--- src/rtl/pcs_pkg.sv ---
// Constants, field positions and types for the configuration status block
package pcs_pkg;

    // Register offsets, byte addresses in configuration space
    localparam logic [7:0]  CLASS_OFF        = 8'h08;
    localparam logic [7:0]  STATUS_OFF       = 8'h06;
    localparam logic [5:0]  CLASS_IDX        = CLASS_OFF[7:2];
    localparam logic [5:0]  STATUS_IDX       = STATUS_OFF[7:2];

    // Status field positions
    localparam int          ST_PARITY_SEEN   = 15;
    localparam int          ST_SERR_SENT     = 14;
    localparam int          ST_MST_ABORT     = 13;
    localparam int          ST_TGT_ABORT_RX  = 12;
    localparam int          ST_TGT_ABORT_TX  = 11;
    localparam int          ST_DEVSEL_HI     = 10;
    localparam int          ST_DEVSEL_LO     = 9;
    localparam int          ST_DATA_PAR      = 8;
    localparam int          ST_FAST_B2B      = 7;
    localparam int          ST_USER_FEAT     = 6;
    localparam int          ST_DOUBLE_SPEED  = 5;
    localparam int          ST_CAP_CHAIN     = 4;
    localparam int          ST_INT_STATUS    = 3;

    // Fixed field values and reset value
    localparam logic [1:0]  DEVSEL_MEDIUM    = 2'h1;
    localparam logic [15:0] STATUS_RST       = 16'h0210;
    localparam logic [7:0]  CLASS_SERIAL_BUS = 8'h0C;
    localparam logic [7:0]  SUBCLASS_1394    = 8'h00;
    localparam logic [7:0]  PROG_MODEL_OHCI  = 8'h10;

    // Sticky flag vector layout
    localparam int          FLAG_N           = 6;
    localparam int          FL_PARITY_SEEN   = 0;
    localparam int          FL_SERR_SENT     = 1;
    localparam int          FL_MST_ABORT     = 2;
    localparam int          FL_TGT_ABORT_RX  = 3;
    localparam int          FL_TGT_ABORT_TX  = 4;
    localparam int          FL_DATA_PAR      = 5;

    // Error pin drivers
    localparam int          PIN_N            = 2;
    localparam int          PIN_PERR         = 0;
    localparam int          PIN_SERR         = 1;

    // Configuration answer machine
    typedef enum logic [1:0] {
        PCS_IDLE   = 2'h1,
        PCS_ANSWER = 2'h2
    } pcs_state_e;

endpackage

--- src/rtl/pcs_config_status.sv ---
// Configuration status and class code registers with error and interrupt pins
//
// Overview of operation
// - Address or data parity error sets bit 15
// - Bit 14 set on signalled system error, enabled
// - Master abort on own cycle sets bit 13
// - Received target abort sets bit 12
// - Own signalled target abort sets bit 11
// - Devsel timing bits read medium code 01b
// - Bit 8 needs PERR, mastership and enable
// - Bits 7, 6, 5 always read zero
// - Bit 4 always reads one
// - Bit 3 mirrors interrupt; INTx gated by disable
// - Interrupt disable blocks INTx, not bit 3
// - Feature enable low forces bit 3 zero
// - Reserved bits 2 to 0 read zero
// - Base class byte reads serial bus code
// - Subclass byte reads 1394 controller code
// - Programming interface byte reads OHCI code
// - Lowest byte is fixed silicon revision
// - Interrupt disable set keeps INTx deasserted
// - Parity response enable gates PERR driving
`timescale 1ns/1ps
module pcs_config_status #(
    // Arbitrary value, stands in for the chip revision
    parameter logic [7:0] SILICON_VERSION_CODE = 8'h5A
) (
    input  wire logic        sys_clk,
    input  wire logic        resetn,
    input  wire logic        cfg_rd,
    input  wire logic        cfg_wr,
    input  wire logic [5:0]  cfg_idx,
    input  wire logic [3:0]  cfg_be,
    input  wire logic [31:0] cfg_wdata,
    output logic      [31:0] cfg_rdata,
    output logic             cfg_ack,
    output logic             cfg_hit,
    input  wire logic        int_disable,
    input  wire logic        serr_enable,
    input  wire logic        parity_response_enable,
    input  wire logic        rev23_feature_enable,
    input  wire logic        addr_parity_err,
    input  wire logic        data_parity_err,
    input  wire logic        perr_seen,
    input  wire logic        bus_master_phase,
    input  wire logic        master_abort_received,
    input  wire logic        target_abort_received,
    input  wire logic        target_abort_signalled,
    input  wire logic        func_int_pending,
    output logic      [1:0]  devsel_timing,
    output logic             perr_n_o,
    output logic             perr_oe_n,
    output logic             serr_n_o,
    output logic             serr_oe_n,
    output logic             intx_n_o,
    output logic             intx_oe_n
);

    typedef struct packed {
        pcs_pkg::pcs_state_e state;
        logic [31:0]         rdata;
        logic                hit;
        logic                int_status;
        logic                intx_drive;
    } pcs_main_s;

    pcs_main_s                       st_ff;
    pcs_main_s                       nxt_st;

    logic [pcs_pkg::FLAG_N-1:0]      flag_set;
    logic [pcs_pkg::FLAG_N-1:0]      flag_clr;
    logic [pcs_pkg::FLAG_N-1:0]      flags;
    logic [pcs_pkg::PIN_N-1:0]       pin_req;
    logic [pcs_pkg::PIN_N-1:0]       pin_o;
    logic [pcs_pkg::PIN_N-1:0]       pin_oe_n;

    logic                            perr_req;
    logic                            serr_req;
    logic                            int_status_now;
    logic                            int_gate;
    logic                            status_wr;
    logic [15:0]                     status_wdata;
    logic [15:0]                     status_lane_mask;
    logic [15:0]                     status_rd;
    logic [31:0]                     class_rd;
    logic                            class_hit;
    logic                            status_hit;
    logic                            take;

    // Error pin requests
    always_comb begin
        // PERR is only driven when parity response is enabled
        perr_req = data_parity_err & parity_response_enable;
        // SERR reports address parity errors when its driver is enabled
        serr_req = addr_parity_err & serr_enable;
    end

    // Sticky flag set events
    always_comb begin
        flag_set = '0;
        // Either phase type counts as detected parity
        flag_set[pcs_pkg::FL_PARITY_SEEN]  = addr_parity_err | data_parity_err;
        // Only a system error this block actually signalled
        flag_set[pcs_pkg::FL_SERR_SENT]    = serr_req;
        flag_set[pcs_pkg::FL_MST_ABORT]    = master_abort_received;
        flag_set[pcs_pkg::FL_TGT_ABORT_RX] = target_abort_received;
        flag_set[pcs_pkg::FL_TGT_ABORT_TX] = target_abort_signalled;
        // All three conditions must meet in one cycle
        flag_set[pcs_pkg::FL_DATA_PAR]     = perr_seen & bus_master_phase
                                             & parity_response_enable;
    end

    // Configuration access decode
    always_comb begin
        take       = (cfg_rd | cfg_wr) & (st_ff.state == pcs_pkg::PCS_IDLE);
        class_hit  = 1'b0;
        status_hit = 1'b0;
        if (cfg_idx == pcs_pkg::CLASS_IDX) begin
            class_hit = 1'b1;
        end else if (cfg_idx == pcs_pkg::STATUS_IDX) begin
            status_hit = 1'b1;
        end
    end

    // Status write-one-to-clear, honouring byte lanes
    always_comb begin
        status_wr        = take & cfg_wr & status_hit;
        status_wdata     = cfg_wdata[31:16];
        status_lane_mask = {{8{cfg_be[3]}}, {8{cfg_be[2]}}};
        flag_clr         = '0;
        if (status_wr) begin
            // Only a written one clears; zeros leave flags alone
            flag_clr[pcs_pkg::FL_PARITY_SEEN]  =
                status_wdata[pcs_pkg::ST_PARITY_SEEN] & status_lane_mask[pcs_pkg::ST_PARITY_SEEN];
            flag_clr[pcs_pkg::FL_SERR_SENT]    =
                status_wdata[pcs_pkg::ST_SERR_SENT] & status_lane_mask[pcs_pkg::ST_SERR_SENT];
            flag_clr[pcs_pkg::FL_MST_ABORT]    =
                status_wdata[pcs_pkg::ST_MST_ABORT] & status_lane_mask[pcs_pkg::ST_MST_ABORT];
            flag_clr[pcs_pkg::FL_TGT_ABORT_RX] =
                status_wdata[pcs_pkg::ST_TGT_ABORT_RX]
                & status_lane_mask[pcs_pkg::ST_TGT_ABORT_RX];
            flag_clr[pcs_pkg::FL_TGT_ABORT_TX] =
                status_wdata[pcs_pkg::ST_TGT_ABORT_TX]
                & status_lane_mask[pcs_pkg::ST_TGT_ABORT_TX];
            flag_clr[pcs_pkg::FL_DATA_PAR]     =
                status_wdata[pcs_pkg::ST_DATA_PAR] & status_lane_mask[pcs_pkg::ST_DATA_PAR];
        end
    end

    pcs_sticky_flags u_flags (
        .sys_clk   (sys_clk),
        .resetn    (resetn),
        .set_pulse (flag_set),
        .clr_mask  (flag_clr),
        .flags     (flags)
    );

    // Interrupt status and INTx gating
    always_comb begin
        // Status follows the pending interrupt only with the feature on
        int_status_now = func_int_pending & rev23_feature_enable;
        // Disable is read-only zero without the feature, so it only counts with it
        int_gate       = int_disable & rev23_feature_enable;
        // Disable never touches the status bit itself
    end

    // Status read image
    always_comb begin
        status_rd = '0; // Reserved bits 2 to 0 stay zero
        status_rd[pcs_pkg::ST_PARITY_SEEN]  = flags[pcs_pkg::FL_PARITY_SEEN];
        status_rd[pcs_pkg::ST_SERR_SENT]    = flags[pcs_pkg::FL_SERR_SENT];
        status_rd[pcs_pkg::ST_MST_ABORT]    = flags[pcs_pkg::FL_MST_ABORT];
        status_rd[pcs_pkg::ST_TGT_ABORT_RX] = flags[pcs_pkg::FL_TGT_ABORT_RX];
        status_rd[pcs_pkg::ST_TGT_ABORT_TX] = flags[pcs_pkg::FL_TGT_ABORT_TX];
        status_rd[pcs_pkg::ST_DEVSEL_HI]    = pcs_pkg::DEVSEL_MEDIUM[1];
        status_rd[pcs_pkg::ST_DEVSEL_LO]    = pcs_pkg::DEVSEL_MEDIUM[0];
        status_rd[pcs_pkg::ST_DATA_PAR]     = flags[pcs_pkg::FL_DATA_PAR];
        status_rd[pcs_pkg::ST_FAST_B2B]     = 1'b0;
        status_rd[pcs_pkg::ST_USER_FEAT]    = 1'b0;
        status_rd[pcs_pkg::ST_DOUBLE_SPEED] = 1'b0;
        status_rd[pcs_pkg::ST_CAP_CHAIN]    = 1'b1;
        // Registered copy keeps the read stable for the whole answer cycle
        status_rd[pcs_pkg::ST_INT_STATUS]   = st_ff.int_status;
    end

    // Class code image is constant; writes never reach it
    always_comb begin
        class_rd = {pcs_pkg::CLASS_SERIAL_BUS,
                    pcs_pkg::SUBCLASS_1394,
                    pcs_pkg::PROG_MODEL_OHCI,
                    SILICON_VERSION_CODE};
    end

    // Answer machine and registered outputs
    always_comb begin
        nxt_st            = st_ff;
        nxt_st.int_status = int_status_now;
        // INTx only with status set and disable clear
        nxt_st.intx_drive = int_status_now & ~int_gate;
        case (st_ff.state)
            pcs_pkg::PCS_IDLE: begin
                if (take) begin
                    nxt_st.state = pcs_pkg::PCS_ANSWER;
                    nxt_st.hit   = class_hit | status_hit;
                    nxt_st.rdata = '0;
                    if (cfg_rd && class_hit) begin
                        nxt_st.rdata = class_rd;
                    end else if (cfg_rd && status_hit) begin
                        // Command half lives elsewhere and reads zero here
                        nxt_st.rdata = {status_rd, 16'h0000};
                    end
                end
            end
            pcs_pkg::PCS_ANSWER: begin
                nxt_st.state = pcs_pkg::PCS_IDLE;
            end
            default: begin
                nxt_st.state = pcs_pkg::PCS_IDLE;
            end
        endcase
    end

    always_ff @(posedge sys_clk or negedge resetn) begin
        if (!resetn) begin
            st_ff.state      <= pcs_pkg::PCS_IDLE;
            st_ff.rdata      <= '0;
            st_ff.hit        <= 1'b0;
            st_ff.int_status <= 1'b0;
            st_ff.intx_drive <= 1'b0;
        end else begin
            st_ff <= nxt_st;
        end
    end

    // Error pins
    always_comb begin
        pin_req                   = '0;
        pin_req[pcs_pkg::PIN_PERR] = perr_req;
        pin_req[pcs_pkg::PIN_SERR] = serr_req;
    end

    pcs_pin_drive u_pins (
        .sys_clk  (sys_clk),
        .resetn   (resetn),
        .drive_req(pin_req),
        .pin_o    (pin_o),
        .pin_oe_n (pin_oe_n)
    );

    assign perr_n_o      = pin_o[pcs_pkg::PIN_PERR];
    assign perr_oe_n     = pin_oe_n[pcs_pkg::PIN_PERR];
    assign serr_n_o      = pin_o[pcs_pkg::PIN_SERR];
    assign serr_oe_n     = pin_oe_n[pcs_pkg::PIN_SERR];

    // INTx is open drain: it pulls low or floats
    assign intx_n_o      = 1'b0;
    assign intx_oe_n     = ~st_ff.intx_drive;

    assign cfg_ack       = (st_ff.state == pcs_pkg::PCS_ANSWER);
    assign cfg_rdata     = st_ff.rdata;
    assign cfg_hit       = st_ff.hit & cfg_ack;
    assign devsel_timing = pcs_pkg::DEVSEL_MEDIUM;

endmodule

--- src/rtl/pcs_pin_drive.sv ---
// Registered active-low drivers for the shared error pins
`timescale 1ns/1ps
module pcs_pin_drive (
    input  wire logic                    sys_clk,
    input  wire logic                    resetn,
    input  wire logic [pcs_pkg::PIN_N-1:0] drive_req,
    output logic      [pcs_pkg::PIN_N-1:0] pin_o,
    output logic      [pcs_pkg::PIN_N-1:0] pin_oe_n
);

    typedef struct packed {
        logic [pcs_pkg::PIN_N-1:0] drive;
    } pcs_pin_s;

    pcs_pin_s                  st_ff;
    pcs_pin_s                  nxt_st;

    always_comb begin
        nxt_st       = st_ff;
        nxt_st.drive = drive_req;
    end

    always_ff @(posedge sys_clk or negedge resetn) begin
        if (!resetn) begin
            st_ff <= '0;
        end else begin
            st_ff <= nxt_st;
        end
    end

    genvar i;
    generate
        for (i = 0; i < pcs_pkg::PIN_N; i = i + 1) begin : g_pin
            // Pins only ever pull low; release lets the bus pull-up restore them
            assign pin_o[i]    = 1'b0;
            assign pin_oe_n[i] = ~st_ff.drive[i];
        end
    endgenerate

endmodule

--- src/rtl/pcs_sticky_flags.sv ---
// Write-one-to-clear sticky flags with set winning over clear
`timescale 1ns/1ps
module pcs_sticky_flags (
    input  wire logic                     sys_clk,
    input  wire logic                     resetn,
    input  wire logic [pcs_pkg::FLAG_N-1:0] set_pulse,
    input  wire logic [pcs_pkg::FLAG_N-1:0] clr_mask,
    output logic      [pcs_pkg::FLAG_N-1:0] flags
);

    typedef struct packed {
        logic [pcs_pkg::FLAG_N-1:0] flag;
    } pcs_flag_s;

    pcs_flag_s                  st_ff;
    pcs_flag_s                  nxt_st;
    logic [pcs_pkg::FLAG_N-1:0] nxt_bits;

    genvar i;
    generate
        for (i = 0; i < pcs_pkg::FLAG_N; i = i + 1) begin : g_flag
            // An event in the clearing cycle is kept
            assign nxt_bits[i] = set_pulse[i] | (st_ff.flag[i] & ~clr_mask[i]);
        end
    endgenerate

    always_comb begin
        nxt_st      = st_ff;
        nxt_st.flag = nxt_bits;
    end

    always_ff @(posedge sys_clk or negedge resetn) begin
        if (!resetn) begin
            st_ff <= '0;
        end else begin
            st_ff <= nxt_st;
        end
    end

    assign flags = st_ff.flag;

endmodule

--- config.mk ---
export PLATFORM = sky130hd
export DESIGN_NAME = pcs_config_status
export DESIGN_NICKNAME = d
export VERILOG_FILES = /design/src/rtl/pcs_pkg.sv /design/src/rtl/pcs_config_status.sv /design/src/rtl/pcs_pin_drive.sv /design/src/rtl/pcs_sticky_flags.sv
export SDC_FILE = /design/constraint.sdc
export NUM_CORES = 1
export LEC_CHECK = 0
export BUFFER_PORTS_ARGS = -buffer_cell sky130_fd_sc_hd__clkbuf_2
export CAP_MARGIN = 10
export CORE_MARGIN = 4
export CORE_UTILIZATION = 38
export DETAILED_ROUTE_END_ITERATION = 16
export PLACE_DENSITY = 0.83
export SYNTH_ARGS = -nofsm -noshare
export SYNTH_HDL_FRONTEND = slang
export SYNTH_SLANG_ARGS = --single-unit
--- constraint.sdc ---
create_clock -name sys_clk -period 1.9 [get_ports sys_clk]
set_clock_uncertainty 0.2 [all_clocks]
set_input_delay 0.38 -clock sys_clk [delete_from_list [all_inputs] [get_ports sys_clk]]
set_output_delay 0.38 -clock sys_clk [all_outputs]
set_load 0.05 [all_outputs]
==> run summary <==
Final hold viol count = 0
CP max stage delay = 0.57 ns
P&R area growth vs syn = 13.8%
I/O Pins = 100
PwrDens = 931 nW/um2
Num CTS Buffers = 3
Vias = 793
Hold Path End = u_flags.flags[4]
Core area = 3030 um2
DPL Wire Length = 1.76 mm
Port buffer count = 48
Final nets = 206
Hold_sp = target_abort_signalled
Crit path buffers/inverters = 1
Clock Pin Slew Worst Setup and Hold Paths = 0.12 ns
Iter 0 DRT Violations = 30
Min Tclk post-route = 1.86 ns
Sequential share of the synthesized area = 46.4%
Total grt overflow = 0
Antenna cell count = 0
Post-synthesis async set-or-reset flop share = 100%
Vias in the first global route = 798
Fmax = 0.538 GHz
Top-count cell post-synth = buf_4
Max rail drop VDD = 0.352 mV
CTS Sinks = 22
Leak Pwr = 0.000704 uW
Die H = 63.9 um
Die width = 63.9 um
Initial Util = 39.3%
Maxcap violations = 0
Worst setup margin = 0.0421 ns
Vias/cell = 4.15
FF+latch count, synth = 22
Reg2Reg Depth = 3
Slew headroom = 65.3%
Setup Viol. Count Final = 0
Post-DRT Antenna Nets = 0
Setup TNS = 0 ns
Proportion of layout cells with a drive suffix above 1 = 43.5%
Worst Setup Path Type = reg2out
Wire length per cell = 11.3 um
Arrival @ worst endpoint = 1.28 ns
Worst-margin pin slew = 0.521 ns
Drt total wl = 2.16 mm
Final Cycle Share = 97.8%
CP Capture Type = primary output
Reg-to-reg critical path endpoint = cfg_rdata[28]
Unique masters post-synth = 27
Clock tree buffer depth = 2
Synth top area cells = dfrtp_1 (44%), buf_4 (23%), nand4_1 (3.7%)
Residual DRC = 0
CP delay by family, top = flip-flops
Crit start category = register
Min-Delay Path Class = in2reg
Initial antenna violation count = 0
Post-synth EDFFs = 0
Gpl congestion = 0.815
Worst path required time = 1.32 ns
Largest net degree at the start of global routing = 23
Yosys warning total = 0
Die Area = 4090 um2
Post-synth top area share = 44.2%
CP max FO = 4
Worst flop-to-flop path startpoint = st_ff[35]
Slew Limit Fails = 0
Status = finished clean
Pre-antenna DRT Iters = 4
RSZ-0062 raised after global routing = false
Worst R2R Setup Slack = 0.24 ns
Cell accounting for the most synthesized area = dfrtp_1
Sequence of cells on the critical path = nor2b_2 > and2_2 > buf_4
Post-Syn Instances = 112
CTS tree = built
Total GRT Usage = 10.9%
H-tree depth = 1
Top cells by count, synth = buf_4 (37), dfrtp_1 (21), nand4_1 (7), o21ai_0 (5)
Root buf cell = clkbuf_4
Global-route wire length before repair = 3.51 mm
Post-CTS Setup Bufs = 0
Pre-CTS WS = 0.139 ns
Hold Path Cell Cnt = 2
Slowest cell on the critical path = dfstp_2
Worst skew pair latency = 0.30 ns
Synth Cell Area = 1190 um2
Mean Syn Cell Area = 10.6 um2
Fin Hold WS = 0.0501 ns
Fill cells = 293
Main synth FF type = dfrtp_1
# rows = 20
[stage by stage]
step | power (uW) | utilization, % | cell area (um2) | std cells
6_report | 1260 | 44.7 | 1350 | 191
5_1_grt | 1320 | 44.7 | 1350 | 191
4_1_cts | 1270 | 44.5 | 1350 | 191
3_5_place_dp | 909 | 42.1 | 1270 | 185
3_3_place_gp | 902 | 42.1 | 1270 | 185
2_1_floorplan | 867 | - | 1270 | 132
[cell type report]
type	count	area, um2	share of cell area, %
Clock inverter	1	30.0	2.22
Inverter	4	15.0	1.11
Timing Repair Buffer	51	270	20.0
Multi-Input combinational cell	66	408	30.2
Clock buffer	3	22.5	1.67
Tap cell	44	55.1	4.07
Sequential cell	22	552	40.8
[routing by layer]
metal  routed length [um]  GRT usage [%]  share of wire (%)  up-vias
met2                 1120           19.4                 52       36
met3                  155           1.76                7.2        2
met5                    0              0                  0        -
met1                  858           12.7                 40      360
li1                     -              -                  -      395
met4                   30           5.39                1.4        0
[worst max path at each step]
| stage | cells past startpoint | slack (ns) | from | endpoint |
|---|---|---|---|---|
| 2_1_floorplan | 2 | 0.09 | st_ff[36] | cfg_hit |
| 3_3_place_gp | 3 | 0.17 | st_ff[35] | cfg_rdata[31] |
| 3_5_place_dp | 3 | 0.14 | st_ff[35] | cfg_rdata[31] |
| 4_1_cts | 3 | 0.01 | st_ff[35] | cfg_hit |
| 5_1_grt | 3 | 0.004 | st_ff[35] | cfg_hit |
| 6_report | 3 | 0.04 | st_ff[35] | cfg_hit |
[cells in the final DEF (no fill, tap or decap), types with 2 or more instances in the layout]
| cell type | instances |
|---|---|
| clkbuf_2 | 47 |
| conb_1 | 22 |
| dfrtp_1 | 21 |
| nand4_1 | 7 |
| o21ai_0 | 5 |
| inv_1 | 4 |
| a21o_1 | 4 |
| a22o_2 | 4 |
| and2_1 | 3 |
| nor2b_1 | 3 |
| clkbuf_4 | 3 |
| nand2_1 | 2 |
| a22o_1 | 2 |
| dlygate4sd3_1 | 2 |
| buf_4 | 2 |
[state kept, by name (all words and copies together), names as in the netlist]
signal         count
st_ff              5
u_pins.st_ff       2
cfg_rdata          9
u_flags.flags      6
[cells by family after synthesis]
kind of cell           Yosys count  synth area share, %
AOI/OAI and AO/OA               20                 12.8
buffers and inverters           44                 26.2
DFF                             22                 46.4
other                            2                0.632
and+or+nand+nor                 24                 13.9
[what timing repair did]
action | 4_1_cts | 5_1_grt
resized for setup | 1 | 2
hold endpoints to repair | 22 | 0
hold buffers | 2 | 0
endpoints found under the setup margin | 1 | 5
[where the power goes]
| group | internal [uW] | switching [uW] |
|---|---|---|
| clock network | 213 | 142 |
| registers | 511 | 25.1 |
| logic | 83.4 | 285 |
No activity file was read; power rests on OpenSTA's default activity.
